## config.mk

```make
export PLATFORM = sky130hd
export DESIGN_NAME = usart_spi
export DESIGN_NICKNAME = d
export VERILOG_FILES = /design/src/usart_spi_pkg.sv /design/src/usart_spi.sv /design/src/spi_fifo.sv
export SDC_FILE = /design/constraint.sdc
export NUM_CORES = 1
export LEC_CHECK = 0
export ABC_AREA = 1
export ABC_CLOCK_PERIOD_IN_PS = 2700
export BUFFER_PORTS_ARGS = -buffer_cell sky130_fd_sc_hd__buf_2
export CORE_UTILIZATION = 56
export CTS_CLUSTER_SIZE = 25
export DETAILED_ROUTE_END_ITERATION = 16
export PLACE_DENSITY = 0.77
export SYNTH_ARGS = -nofsm -noshare
export SYNTH_HDL_FRONTEND = slang
export SYNTH_SLANG_ARGS = --single-unit
```

## constraint.sdc

```tcl
create_clock -name core_clk_in -period 2.7 [get_ports core_clk_in]
set_input_delay 0.54 -clock core_clk_in [delete_from_list [all_inputs] [get_ports core_clk_in]]
set_output_delay 0.54 -clock core_clk_in [all_outputs]
set_load 0.02 [all_outputs]
```

## src/usart_spi_pkg.sv

```systemverilog
// Constants and types shared by the SPI-mode serial controller files
package usart_spi_pkg;

  // ----------------------------------------------------------------------
  // Operating mode codes and widths
  // ----------------------------------------------------------------------
  localparam logic [3:0] MODE_SPI_MASTER = 4'hE;
  localparam logic [3:0] MODE_SPI_SLAVE = 4'hF;
  localparam int DATA_W = 9;
  localparam int DIV_W = 16;
  localparam int FIFO_DEPTH = 16;
  localparam int CNT_W = 5;

  // ----------------------------------------------------------------------
  // Character and framing figures
  // ----------------------------------------------------------------------
  localparam logic [3:0] CHAR_BASE_LEN = 4'h5;
  localparam logic [3:0] CHAR_NINE_LEN = 4'h9;
  localparam logic [CNT_W-1:0] GAP_BITS = 5'h03;
  localparam logic [DIV_W-1:0] DIV_ONE = 16'h0001;
  localparam logic [DATA_W-1:0] DATA_ONES = 9'h1FF;
  localparam logic [DATA_W-1:0] DATA_ZERO = 9'h000;

  // ----------------------------------------------------------------------
  // Master character sequencer
  // ----------------------------------------------------------------------
  typedef enum logic [4:0] {
    ST_IDLE  = 5'h01,
    ST_LEAD  = 5'h02,
    ST_SHIFT = 5'h04,
    ST_TRAIL = 5'h08,
    ST_GAP   = 5'h10
  } master_state_e;

endpackage

```

## src/usart_spi.sv

```systemverilog
// SPI master/slave mode of the multi-mode serial controller
//
// Summary of operation
// - Mode code 0xE selects SPI master.
// - Mode code 0xF selects SPI slave.
// - Master drives data out, clock, select.
// - Slave takes data in, clock, select.
// - Slave always clocks from the clock pin.
// - Up to nine bits, no framing bits.
// - Length from field, nine-bit overrides; MSB first.
// - Bus modes map to polarity/phase; both ends match.
// - Wait-read holds master transmit until receive read; the slave still loads and sends.
// - Master select: one bit lead, trail, three gap.
// - Force holds select low; only release frees.
// - Transmit ready/empty flags low when disabled; writes unready dropped.
// - Slave underrun flags and holds output high.
// - Slave starts on low select level.
// - Completion loads receive; overrun when still full.
// - Receiver timeout never fires in SPI.
`timescale 1ns/1ps
module usart_spi (
  input wire logic core_clk_in,
  input wire logic reset_n_in,
  input wire logic [3:0] mode_in,
  input wire logic clock_output_enable_in,
  input wire logic [15:0] baud_divider_in,
  input wire logic [1:0] char_length_field_in,
  input wire logic nine_bit_in,
  input wire logic cpol_in,
  input wire logic cpha_in,
  input wire logic wait_read_before_send_in,
  input wire logic tx_enable_in,
  input wire logic rx_enable_in,
  input wire logic tx_reset_in,
  input wire logic rx_reset_in,
  input wire logic select_force_bit_in,
  input wire logic select_release_bit_in,
  input wire logic status_reset_bit_in,
  input wire logic tx_write_in,
  input wire logic [8:0] tx_data_in,
  input wire logic rx_read_in,
  output logic [8:0] rx_data_out,
  output logic transmit_ready_flag_out,
  output logic transmit_empty_flag_out,
  output logic receive_ready_flag_out,
  output logic overrun_flag_out,
  output logic underrun_flag_out,
  output logic rx_timeout_out,
  input wire logic sck_in,
  output logic sck_out,
  output logic sck_oe_out,
  input wire logic serial_in,
  output logic serial_out,
  input wire logic select_in,
  output logic select_out
);

  // ----------------------------------------------------------------------
  // Pin synchronisers
  // ----------------------------------------------------------------------
  logic [2:0] pin_meta;
  logic [2:0] pin_sync;
  logic sck_prev;
  logic sck_s;
  logic sdi_s;
  logic sel_s;

  always_ff @(posedge core_clk_in or negedge reset_n_in) begin
    if (!reset_n_in) begin
      pin_meta <= 3'h7;
      pin_sync <= 3'h7;
      sck_prev <= 1'b1;
    end else begin
      pin_meta <= {sck_in, serial_in, select_in};
      pin_sync <= pin_meta;
      sck_prev <= pin_sync[2];
    end
  end

  assign sck_s = pin_sync[2];
  assign sdi_s = pin_sync[1];
  assign sel_s = pin_sync[0];

  // ----------------------------------------------------------------------
  // Mode decode and character length
  // ----------------------------------------------------------------------
  logic is_master;
  logic is_slave;
  localparam int CNT_W = usart_spi_pkg::CNT_W;
  logic [3:0] n_bits;
  logic [CNT_W-1:0] last_edge;


  assign is_master = (mode_in == usart_spi_pkg::MODE_SPI_MASTER);
  assign is_slave = (mode_in == usart_spi_pkg::MODE_SPI_SLAVE);
  assign n_bits = nine_bit_in ? usart_spi_pkg::CHAR_NINE_LEN :
    usart_spi_pkg::CHAR_BASE_LEN + {2'h0, char_length_field_in};
  assign last_edge = CNT_W'({n_bits, 1'b0}) - 1'b1;

  // Receive timeout cannot arise: bit clock only runs inside transfers
  assign rx_timeout_out = 1'b0;

  // ----------------------------------------------------------------------
  // Transmit holding buffer
  // ----------------------------------------------------------------------
  logic fifo_in_ready;
  logic fifo_valid;
  logic fifo_pop;
  logic fifo_empty;
  logic [8:0] fifo_data;
  logic tx_accept;

  assign transmit_ready_flag_out = tx_enable_in && fifo_in_ready;
  assign tx_accept = tx_write_in && transmit_ready_flag_out;

  spi_fifo #(
    .WIDTH(usart_spi_pkg::DATA_W),
    .DEPTH(usart_spi_pkg::FIFO_DEPTH)
  ) u_tx_fifo (
    .core_clk_in(core_clk_in),
    .reset_n_in(reset_n_in),
    .flush_in(tx_reset_in),
    .in_valid_in(tx_accept),
    .in_ready_out(fifo_in_ready),
    .in_data_in(tx_data_in),
    .out_valid_out(fifo_valid),
    .out_ready_in(fifo_pop),
    .out_data_out(fifo_data),
    .empty_out(fifo_empty)
  );

  // ----------------------------------------------------------------------
  // Master baud timing
  // ----------------------------------------------------------------------
  usart_spi_pkg::master_state_e state;
  logic [15:0] baud_cnt;
  logic [15:0] half_div;
  logic half_tick;
  logic bit_tick;
  logic [CNT_W-1:0] edge_cnt;
  logic [CNT_W-1:0] gap_cnt;
  logic sck_int;
  logic m_start;

  assign half_div = baud_divider_in >> 1;
  assign half_tick = (baud_cnt == half_div - usart_spi_pkg::DIV_ONE);
  assign bit_tick = (baud_cnt == baud_divider_in - usart_spi_pkg::DIV_ONE);

  always_ff @(posedge core_clk_in or negedge reset_n_in) begin
    if (!reset_n_in) begin
      baud_cnt <= '0;
    end else if (state == usart_spi_pkg::ST_IDLE || bit_tick) begin
      baud_cnt <= '0;
    end else begin
      baud_cnt <= baud_cnt + 1'b1;
    end
  end

  // Pending character may go only if wait-read is satisfied
  assign m_start = is_master && tx_enable_in && fifo_valid &&
    !(wait_read_before_send_in && receive_ready_flag_out);

  // ----------------------------------------------------------------------
  // Master character sequencer
  // ----------------------------------------------------------------------
  always_ff @(posedge core_clk_in or negedge reset_n_in) begin
    if (!reset_n_in) begin
      state <= usart_spi_pkg::ST_IDLE;
      edge_cnt <= '0;
      gap_cnt <= '0;
      sck_int <= 1'b0;
    end else if (tx_reset_in || !is_master) begin
      state <= usart_spi_pkg::ST_IDLE;
      edge_cnt <= '0;
      gap_cnt <= '0;
      sck_int <= 1'b0;
    end else begin
      case (state)
        usart_spi_pkg::ST_IDLE: begin
          sck_int <= 1'b0;
          edge_cnt <= '0;
          if (m_start) begin
            state <= usart_spi_pkg::ST_LEAD;
          end
        end
        usart_spi_pkg::ST_LEAD: begin
          if (bit_tick) begin
            state <= usart_spi_pkg::ST_SHIFT;
          end
        end
        usart_spi_pkg::ST_SHIFT: begin
          if (half_tick || bit_tick) begin
            sck_int <= !sck_int;
            edge_cnt <= edge_cnt + 1'b1;
            if (edge_cnt == last_edge) begin
              state <= usart_spi_pkg::ST_TRAIL;
            end
          end
        end
        usart_spi_pkg::ST_TRAIL: begin
          if (bit_tick) begin
            state <= usart_spi_pkg::ST_GAP;
            gap_cnt <= '0;
          end
        end
        usart_spi_pkg::ST_GAP: begin
          if (bit_tick) begin
            gap_cnt <= gap_cnt + 1'b1;
            if (gap_cnt == usart_spi_pkg::GAP_BITS - 1'b1) begin
              state <= usart_spi_pkg::ST_IDLE;
            end
          end
        end
        default: begin
          state <= usart_spi_pkg::ST_IDLE;
        end
      endcase
    end
  end

  // ----------------------------------------------------------------------
  // Select line and serial clock outputs
  // ----------------------------------------------------------------------
  logic select_forced;
  logic m_selected;

  always_ff @(posedge core_clk_in or negedge reset_n_in) begin
    if (!reset_n_in) begin
      select_forced <= 1'b0;
    end else if (select_force_bit_in) begin
      select_forced <= 1'b1;
    end else if (select_release_bit_in) begin
      select_forced <= 1'b0;
    end
  end

  assign m_selected = (state == usart_spi_pkg::ST_LEAD) ||
    (state == usart_spi_pkg::ST_SHIFT) || (state == usart_spi_pkg::ST_TRAIL);
  assign select_out = !(is_master && (m_selected || select_forced));
  // Idle toggle state is zero, so the pin rests at the polarity level
  assign sck_out = sck_int ^ cpol_in;
  assign sck_oe_out = is_master && clock_output_enable_in;

  // ----------------------------------------------------------------------
  // Clock edge sources
  // ----------------------------------------------------------------------
  logic lead_edge;
  logic trail_edge;
  logic s_lead;
  logic s_trail;
  logic m_lead;
  logic m_trail;
  logic sample_edge;
  logic shift_edge;

  // Slave ignores the baud setting and uses the pin clock
  assign s_lead = is_slave && !sel_s && (sck_s != sck_prev) &&
    (sck_prev == cpol_in);
  assign s_trail = is_slave && !sel_s && (sck_s != sck_prev) &&
    (sck_prev != cpol_in);
  assign m_lead = (state == usart_spi_pkg::ST_SHIFT) &&
    (half_tick || bit_tick) && !sck_int;
  assign m_trail = (state == usart_spi_pkg::ST_SHIFT) &&
    (half_tick || bit_tick) && sck_int;
  assign lead_edge = m_lead || s_lead;
  assign trail_edge = m_trail || s_trail;
  // Phase 1 samples on the leading edge, phase 0 on the trailing one
  assign sample_edge = cpha_in ? lead_edge : trail_edge;
  assign shift_edge = cpha_in ? trail_edge : lead_edge;

  // ----------------------------------------------------------------------
  // Shift core shared by both roles
  // ----------------------------------------------------------------------
  logic [8:0] tx_shift;
  logic [8:0] rx_shift;
  logic [3:0] bit_cnt;
  logic s_busy;
  logic s_start;
  logic char_done;
  logic [8:0] load_word;

  assign s_start = is_slave && !sel_s && !s_busy;
  // Left-justify so bit 8 always carries the MSB
  assign load_word = fifo_data <<
    (usart_spi_pkg::CHAR_NINE_LEN - n_bits);
  assign fifo_pop = ((state == usart_spi_pkg::ST_IDLE) && m_start) ||
    (s_start && tx_enable_in && fifo_valid);
  assign char_done = sample_edge && (bit_cnt == n_bits - 1'b1);
  assign serial_out = tx_shift[8];

  always_ff @(posedge core_clk_in or negedge reset_n_in) begin
    if (!reset_n_in) begin
      s_busy <= 1'b0;
    end else if (!is_slave || sel_s || rx_reset_in) begin
      s_busy <= 1'b0;
    end else if (s_start) begin
      s_busy <= 1'b1;
    end else if (char_done) begin
      s_busy <= 1'b0;
    end
  end

  // No start, parity or stop bits are framed around the data
  always_ff @(posedge core_clk_in or negedge reset_n_in) begin
    if (!reset_n_in) begin
      tx_shift <= usart_spi_pkg::DATA_ONES;
    end else if (tx_reset_in) begin
      tx_shift <= usart_spi_pkg::DATA_ONES;
    end else if (fifo_pop) begin
      tx_shift <= load_word;
    end else if (s_start) begin
      tx_shift <= usart_spi_pkg::DATA_ONES;
    end else if (shift_edge && bit_cnt != 4'h0) begin
      tx_shift <= {tx_shift[7:0], 1'b1};
    end
  end

  always_ff @(posedge core_clk_in or negedge reset_n_in) begin
    if (!reset_n_in) begin
      rx_shift <= usart_spi_pkg::DATA_ZERO;
      bit_cnt <= 4'h0;
    end else if (s_start || (is_slave ? sel_s :
                 (state == usart_spi_pkg::ST_IDLE))) begin
      rx_shift <= usart_spi_pkg::DATA_ZERO;
      bit_cnt <= 4'h0;
    end else if (char_done) begin
      bit_cnt <= 4'h0;
    end else if (sample_edge) begin
      rx_shift <= {rx_shift[7:0], sdi_s};
      bit_cnt <= bit_cnt + 1'b1;
    end
  end

  // ----------------------------------------------------------------------
  // Transmit status
  // ----------------------------------------------------------------------
  logic tx_active;

  assign tx_active = (is_master && (state != usart_spi_pkg::ST_IDLE)) ||
    s_busy;
  assign transmit_empty_flag_out = tx_enable_in && fifo_empty &&
    !tx_active;

  always_ff @(posedge core_clk_in or negedge reset_n_in) begin
    if (!reset_n_in) begin
      underrun_flag_out <= 1'b0;
    end else if (s_start && !(tx_enable_in && fifo_valid)) begin
      underrun_flag_out <= 1'b1;
    end else if (status_reset_bit_in || tx_reset_in) begin
      underrun_flag_out <= 1'b0;
    end
  end

  // ----------------------------------------------------------------------
  // Receive holding register
  // ----------------------------------------------------------------------
  logic rx_load;

  assign rx_load = char_done && rx_enable_in;

  always_ff @(posedge core_clk_in or negedge reset_n_in) begin
    if (!reset_n_in) begin
      rx_data_out <= usart_spi_pkg::DATA_ZERO;
    end else if (rx_load) begin
      rx_data_out <= {rx_shift[7:0], sdi_s};
    end
  end

  // A completion in the read cycle still wins
  always_ff @(posedge core_clk_in or negedge reset_n_in) begin
    if (!reset_n_in) begin
      receive_ready_flag_out <= 1'b0;
    end else if (rx_load) begin
      receive_ready_flag_out <= 1'b1;
    end else if (rx_read_in || rx_reset_in) begin
      receive_ready_flag_out <= 1'b0;
    end
  end

  always_ff @(posedge core_clk_in or negedge reset_n_in) begin
    if (!reset_n_in) begin
      overrun_flag_out <= 1'b0;
    end else if (rx_load && receive_ready_flag_out && !rx_read_in) begin
      overrun_flag_out <= 1'b1;
    end else if (status_reset_bit_in || rx_reset_in) begin
      overrun_flag_out <= 1'b0;
    end
  end

endmodule // usart_spi

```

## src/spi_fifo.sv

```systemverilog
// Small first-in first-out buffer with registered read data
`timescale 1ns/1ps
module spi_fifo #(
  parameter int WIDTH = 9,
  parameter int DEPTH = 16
) (
  input wire logic core_clk_in,
  input wire logic reset_n_in,
  input wire logic flush_in,
  input wire logic in_valid_in,
  output logic in_ready_out,
  input wire logic [WIDTH-1:0] in_data_in,
  output logic out_valid_out,
  input wire logic out_ready_in,
  output logic [WIDTH-1:0] out_data_out,
  output logic empty_out
);
  localparam int AW = $clog2(DEPTH);

  logic [WIDTH-1:0] mem [DEPTH];
  logic [AW-1:0] wr_ptr;
  logic [AW-1:0] rd_ptr;
  logic [AW:0] count;
  logic push;
  logic pop;
  logic [AW-1:0] next_rd_ptr;

  assign in_ready_out = (count != (AW+1)'(DEPTH));
  assign out_valid_out = (count != '0);
  assign empty_out = (count == '0);
  assign push = in_valid_in && in_ready_out;
  assign pop = out_valid_out && out_ready_in;
  assign next_rd_ptr = pop ? rd_ptr + 1'b1 : rd_ptr;

  always_ff @(posedge core_clk_in) begin
    if (push) begin
      mem[wr_ptr] <= in_data_in;
    end
  end

  always_ff @(posedge core_clk_in or negedge reset_n_in) begin
    if (!reset_n_in) begin
      wr_ptr <= '0;
      rd_ptr <= '0;
      count <= '0;
    end else if (flush_in) begin
      wr_ptr <= '0;
      rd_ptr <= '0;
      count <= '0;
    end else begin
      if (push) begin
        wr_ptr <= wr_ptr + 1'b1;
      end
      rd_ptr <= next_rd_ptr;
      count <= count + (AW+1)'(push) - (AW+1)'(pop);
    end
  end

  // Head word kept in a register; bypass covers a write to the head slot
  always_ff @(posedge core_clk_in or negedge reset_n_in) begin
    if (!reset_n_in) begin
      out_data_out <= '0;
    end else if (push && (wr_ptr == next_rd_ptr)) begin
      out_data_out <= in_data_in;
    end else begin
      out_data_out <= mem[next_rd_ptr];
    end
  end

endmodule // spi_fifo

```

* Yosys cells after proc, flatten, opt, wreduce, memory -nomap -nowiden *
Memory sizes are Yosys's and may differ from the RTL's. A register that Yosys moved wholly into a read port is not among the register bits.
Cells that the tools add are included.

storage, ports and cells
  memories kept = 1
  input bits = 50
  logic and storage cells = 190
  RAM bits = 144
  ROM bits = 0
  register bits = 87
  output and inout bits = 19
  latch bits = 0

memory list
  name           depth  width  read ports  clocked after memory_dff  write ports  RTL line        RTL
  u_tx_fifo.mem  16     9      1           1                         1            spi_fifo.sv:20  logic [WIDTH-1:0] mem [DEPTH];

cells by class
  multiply operators = 0
  bitwise logic cells = 1
  eq/ne operators = 25
  shift-type cells = 1
  reductions and logical operators = 76
  add/subtract/negate cells = 14
  magnitude comparators = 0
  mux-type cells = 52
  div/mod/pow operators = 0

operators by type and width
  cell                                                                    number
  5-bit two-way mux                                                       14
  9-bit two-way mux                                                       4
  16-bit equality test                                                    2
  4-bit two-way mux                                                       8
  1-bit logical AND                                                       31
  5-bit case mux with 5 select lines                                      1
  8-bit two-way mux                                                       3
  3-bit inequality test (second input constant)                           7
  5-bit case mux with 2 select lines                                      2
  1-bit two-way mux                                                       18
  16-bit by 1-bit adder with 16-bit output (second input constant)        1
  1-bit logical OR                                                        16
  16-bit two-way mux                                                      1
  15-bit by 1-bit subtractor with 16-bit output (second input constant)   1
  16-bit by 1-bit subtractor with 16-bit output (second input constant)   1
  4-bit by 1-bit adder with 4-bit output (second input constant)          3
  2-bit nonzero test                                                      6
  3-bit nonzero test                                                      4
  1-bit logical NOT                                                       11
  5-bit by 1-bit adder with 5-bit output (second input constant)          2
  5-bit by 2-bit equality test with 1-bit output (second input constant)  2
  9-bit by 4-bit << shifter with 9-bit output                             1
  4-bit equality test (second input constant)                             2
  4-bit nonzero test                                                      2
  24 further kinds                                                        26

* Longest topological paths before layout *
  word-level depth = 12
  gate-level depth with buffers = 21
  mapped depth without buffers = 21

* Hierarchy *
From an unflattened synthesis, not the netlist that was laid out.

unflattened totals
  cell total of the unflattened synthesis = 1599
  area, all modules = 13508.0 um2

by module, submodules not included
  module     area each (um2)  times used  seq. area each (um2)  cells each
  spi_fifo   7712.4           1           4874.7                731
  usart_spi  5795.6           1           1873.0                868

* Worst setup path after synthesis *
No wires, ideal clock.

  path kind = input -> register
  from = input port mode_in[2]
  to = register u_tx_fifo.count[4]
  required time = 2.614 ns
  library setup time = 0.086 ns
  data arrival time = 2.519 ns
  stages = 17
  slack = 0.094 ns
  path buffers = 1
  cell sequence = nand2_1 > nor2_1 > nand2_1 > nor2_4 > nand3_1 > nand2_2 > buf_6 > ha_1 > inv_1 > ha_1 > fa_1 > nand2_1 > inv_1 > nor2_1 > nor2_1 > o21a_1 > nor3_1

on the way
  cells in the longest elaborated chain, start to end = 9
  elaborated cells on any way between the ends = 14
  those cells by class = add/sub: 1; eq/ne: 2; mux: 1; reduce/logical: 10

RTL lines
  element                                             RTL line                            RTL
  start: declaration                                  usart_spi.sv:24                     input wire logic [3:0] mode_in,
  4-bit equality test (on tied branches)              usart_spi.sv:94, usart_spi.sv:95
  1-bit logical AND (on tied branches) (2 in series)  usart_spi.sv:160, usart_spi.sv:282
  1-bit logical AND (on tied branches)                usart_spi.sv:160, usart_spi.sv:287
  1-bit logical AND (on tied branches)                usart_spi.sv:286, usart_spi.sv:287
  1-bit logical OR (*)                                usart_spi.sv:286                    assign fifo_pop = ((state == usart_spi_pkg::ST_IDLE) && m_start) ||
  1-bit logical AND (*)                               spi_fifo.sv:32                      assign pop = out_valid_out && out_ready_in;
  5-bit by 1-bit subtractor with 5-bit output (*)     spi_fifo.sv:55                      count <= count + (AW+1)'(push) - (AW+1)'(pop);
  5-bit two-way mux (*)                               spi_fifo.sv:46                      end else if (flush_in) begin
  end signal: assignment                              spi_fifo.sv:55
  end: declaration                                    spi_fifo.sv:23                      logic [AW:0] count;

Every way passes the cells marked *; elsewhere a longest branch is shown, timed or not.
A chain may end at the register's enable or synchronous reset.

* Worst setup path in the final report *
  from = register state[3]
  to = register u_tx_fifo.out_data_out[6] (read register of u_tx_fifo.mem)

on the way
  cells in the longest elaborated chain, start to end = 5

RTL lines
  element                                         RTL line          RTL
  start: declaration                              usart_spi.sv:135  usart_spi_pkg::master_state_e state;
  start signal: assignment                        usart_spi.sv:168  state <= usart_spi_pkg::ST_IDLE;
  start signal: assignment                        usart_spi.sv:173  state <= usart_spi_pkg::ST_IDLE;
  start signal: assignment                        usart_spi.sv:183  state <= usart_spi_pkg::ST_LEAD;
  5-bit by 1-bit equality test with 1-bit output  usart_spi.sv:286
  1-bit logical AND                               usart_spi.sv:286
  1-bit logical OR                                usart_spi.sv:286
  1-bit logical AND                               spi_fifo.sv:32
  4-bit two-way mux                               spi_fifo.sv:33    assign next_rd_ptr = pop ? rd_ptr + 1'b1 : rd_ptr;
  end: declaration                                spi_fifo.sv:15    output logic [WIDTH-1:0] out_data_out,

No other way between the ends.

==> flow_metrics.tcl <==
set metrics [dict create \
    outcome "finished clean" \
    async_flop_share 0.400 \
    insertion_delay_ns 0.53 \
    clockBufferDepth 3 \
    ios 69 \
    wl_um 31100 \
    synthMuxAreaShare 0.000770 \
    fin_cells 1873 \
    ys_warn_count 0 \
    synth_edf_count 144 \
    hpwl_um 20800 \
    ys.flop_type "edfxtp_1" \
    period_share 0.945 \
    drc 0 \
    syn_inst 1461 \
    hp-class "input port to asynchronous set/reset pin" \
    synthAdderAreaFrac 0.0237 \
    path_delay_family "simple AND/OR/NAND/NOR gates" \
    start_util 0.573 \
    cpPeakStageDelay_ns 0.41 \
    end_kind "flop" \
    hold_viol_final 0 \
    antenna_left 0 \
    finalCriticalPeriod_ns 2.55 \
    setup_viol 0 \
    clock-sinks 240 \
    ys_ff_latch 240 \
    layout-drive-gt1-share 0.162 \
    cts_tree "done" \
    core_um2 22700 \
    avgSynthCellArea_um2 8.90 \
    leakage_nw 6.67 \
    design_area_um2 14900 \
    synth_top_family_by_area "simple AND/OR/NAND/NOR gates" \
    syn_nets 1535 \
    place_area_um2 14000 \
    grt_pass1_wl_um 48800 \
    cp.arrival_ns 2.99 \
    power_density_nw_per_um2 589 \
    die_area_um2 23800 \
    syn-cell-area_um2 13000 \
    placed_cells 1819 \
    grt_max_degree 73 \
    fin_util 0.656 \
    cap_violations 0 \
    drt_iter0_markers 879 \
    critical_path.max_fanout 24 \
    die_w_um 154 \
    cts-root-buf "clkbuf_16" \
    grt_util_all_layers 0.258 \
    seq_area_frac_synth 0.519 \
    tightest_slew_ns 0.755 \
    nNetsFinal 1644 \
    irDropWorstVdd_v 0.000607 \
    worstPathRequired_ns 3.14 \
    path_buf_inv 4 \
    synthSimpleGateAreaFrac 0.306 \
    crit_type "flop to flop" \
    critical_path.cell_chain "inv_1 -> nand2_1 -> nor4_4 -> nand3_2 -> buf_4 -> nand3b_1 -> buf_6 -> nand2_4 -> buf_6 -> nand2_1 -> nand3_1 -> nand3_1 -> nand3_1 -> nand2_1 -> nand2_1 -> nand2_1" \
    gp_congestion 0.934 \
    tns_ns 0 \
    relSlewSlack 0.491 \
    antenna_found_initial 0 \
    route.detailed.wl_per_inst_um 16.6 \
    critical-path-slowest-cell "dfrtp_1" \
    dr.pass1.iters 7 \
    clk_pin_slew_worst_paths_ns 0.06 \
    routed-via-count 10400 \
    antenna_cells 0 \
    area.growth.synth_to_final_pct 14.5 \
    grt-ovfl-total 0 \
    cts_hold_buf 0 \
    numCtsBuffers 24 \
    finClkSkew_ns 0.0291 \
    port_buffers 67 \
    synth_cell_types 65 \
    startpoint_type "flop" \
    cp_common_cell "nand2_1" \
    die_h_um 154 \
    htreeDepth 1 \
    fillers 1803 \
    maxSlewViolCount 0 \
    fmax_ghz 0.392 \
    viasPerCell 5.57 \
    fin_total_pwr_w 0.00878 \
    synth_compound_area_frac 0.0463 \
    grt_pass1_vias 9911 \
    synth-xor-area-share 0.0289 \
    rows 55 \
]
where the power goes:
part	leakage (nW)	internal, W	switching [W]	total, W
Clock	0.373	0.00186	0.00136	0.00321
Sequential	2.55	0.00405	0.0000727	0.00413
Combinational	3.75	0.000523	0.000916	0.00144
Total	6.67	0.00643	0.00234	0.00878
worst register-to-register path, cell delays in order, from the launching register on:
cell	delay, ns
dfrtp_1	0.41
inv_1	0.11
nand2_1	0.10
nor4_4	0.32
nand3_2	0.16
buf_4	0.16
nand3b_1	0.09
buf_6	0.17
nand2_4	0.11
buf_6	0.19
nand2_1	0.08
nand3_1	0.10
nand3_1	0.14
nand3_1	0.11
nand2_1	0.10
nand2_1	0.05
nand2_1	0.07
worst paths after layout:
| check | depth (start not counted) | end | start | slack (ns) |
|---|---|---|---|---|
| worst max-delay path | 16 | u_tx_fifo.out_data_out[6] | state[3] | 0.15 |
| worst min-delay path | 1 | baud_cnt[15] | reset_n_in | 0.02 |
| worst max register to register | 16 | u_tx_fifo.out_data_out[6] | state[3] | 0.15 |
| worst min register to register | 0 | pin_sync[0] | pin_meta[0] | 0.36 |
| max in group asynchronous | 2 | tx_shift[5] | reset_n_in | 1.94 |
| min in group core_clk_in | 1 | pin_meta[1] | serial_in | 0.12 |
Yosys cell counts, drive strengths merged (2+ instances only):
cell    count  share of area
or2         2        0.00096
clkbuf     19         0.0055
clkinv      4         0.0015
nor4        7         0.0050
and3        2        0.00096
o211ai      4         0.0023
xnor2      14         0.0094
o21bai      2         0.0012
inv       186          0.054
o21a        2         0.0012
dfrtp      79           0.15
a21oi      24          0.011
nand3b     68          0.039
a31oi       4         0.0019
o311ai      2         0.0013
nand3     197          0.080
nor3b       7         0.0040
buf        34          0.015
edfxtp    144           0.33
o22ai       4         0.0019
nor2      117          0.042
o32a        2         0.0015
ha         23          0.022
dfstp      17          0.034
nand4      29          0.016
xor2       28          0.019
nand2     368           0.11
nor3       13         0.0066
o21ai      47          0.018
final cells by class:
cell class	count	area [um^2]	area share
tap	285	357	0.0239
clock buffer	36	687	0.0461
inverter	190	722	0.0485
timing repair buffer	136	967	0.0649
clock inverter	8	73.8	0.00496
sequential	240	6750	0.453
multi-input combinational	978	5340	0.358
per-layer routing:
metal	track usage	vias up	wire (um)
met5	0	-	0
met1	0.337	4868	13200
met4	0.0943	0	1060
met2	0.439	423	14900
li1	-	5069	-
met3	0.0367	77	2020
flip-flops by register name (all words and copies together), names as in the netlist, 4 cells and up:
signal	count
u_tx_fifo.mem	144
baud_cnt	16
rx_data_out	9
tx_shift	9
u_tx_fifo.out_data_out	9
rx_shift	8
edge_cnt	5
gap_cnt	5
state	5
u_tx_fifo.count	5
bit_cnt	4
u_tx_fifo.rd_ptr	4
u_tx_fifo.wr_ptr	4
placed cells by master (no fill, tap or decap), types with 3 or more instances in the layout:
cell       count
nand3_2        8
o22ai_1        4
nand2_1      353
a31oi_1        4
buf_4         59
buf_6          3
a21oi_1       21
buf_12         6
nor2_2        11
clkinv_2       4
ha_1          21
nor2_4         9
o211ai_1       4
xnor2_1       14
dfrtp_1       79
inv_1        180
buf_2         66
inv_2          6
nand3_1      187
clkinv_1       4
clkbuf_1       9
o21ai_0       35
nor2_1        96
clkbuf_16     26
nor4_1         5
nand4_1       27
o21ai_1       10
edfxtp_1     144
nand2_2        8
nor3_1        10
nor3b_1        7
dfstp_2       17
nand3b_1      68
xor2_1        27
nand2_4        7
logic make-up after synthesis:
kind of cell	after synthesis
compound gates	100
xor+xnor	42
fa+ha+maj	24
buf+inv	243
flops	240
mux	1
other cells	1
simple gates	810
metrics by stage:
stage,setup WS (ns),hold WS (ns)
final,0.149,0.0243
after detailed placement,-0.145,0.348
after floorplan,0.0944,0.244
after global routing,-0.00305,0.0658
after CTS,0.00692,0.0445
after global placement,-0.0323,0.346
timing repair:
item / in CTS / in global routing
setup buffers: 0 / 8
endpoints found under the setup margin: 7 / 13
endpoints found under the hold margin: 0 / 0
gates cloned: 0 / 2
resized for setup: 4 / 14
pin swaps: 0 / 3
(Power assumes the default switching activity.)
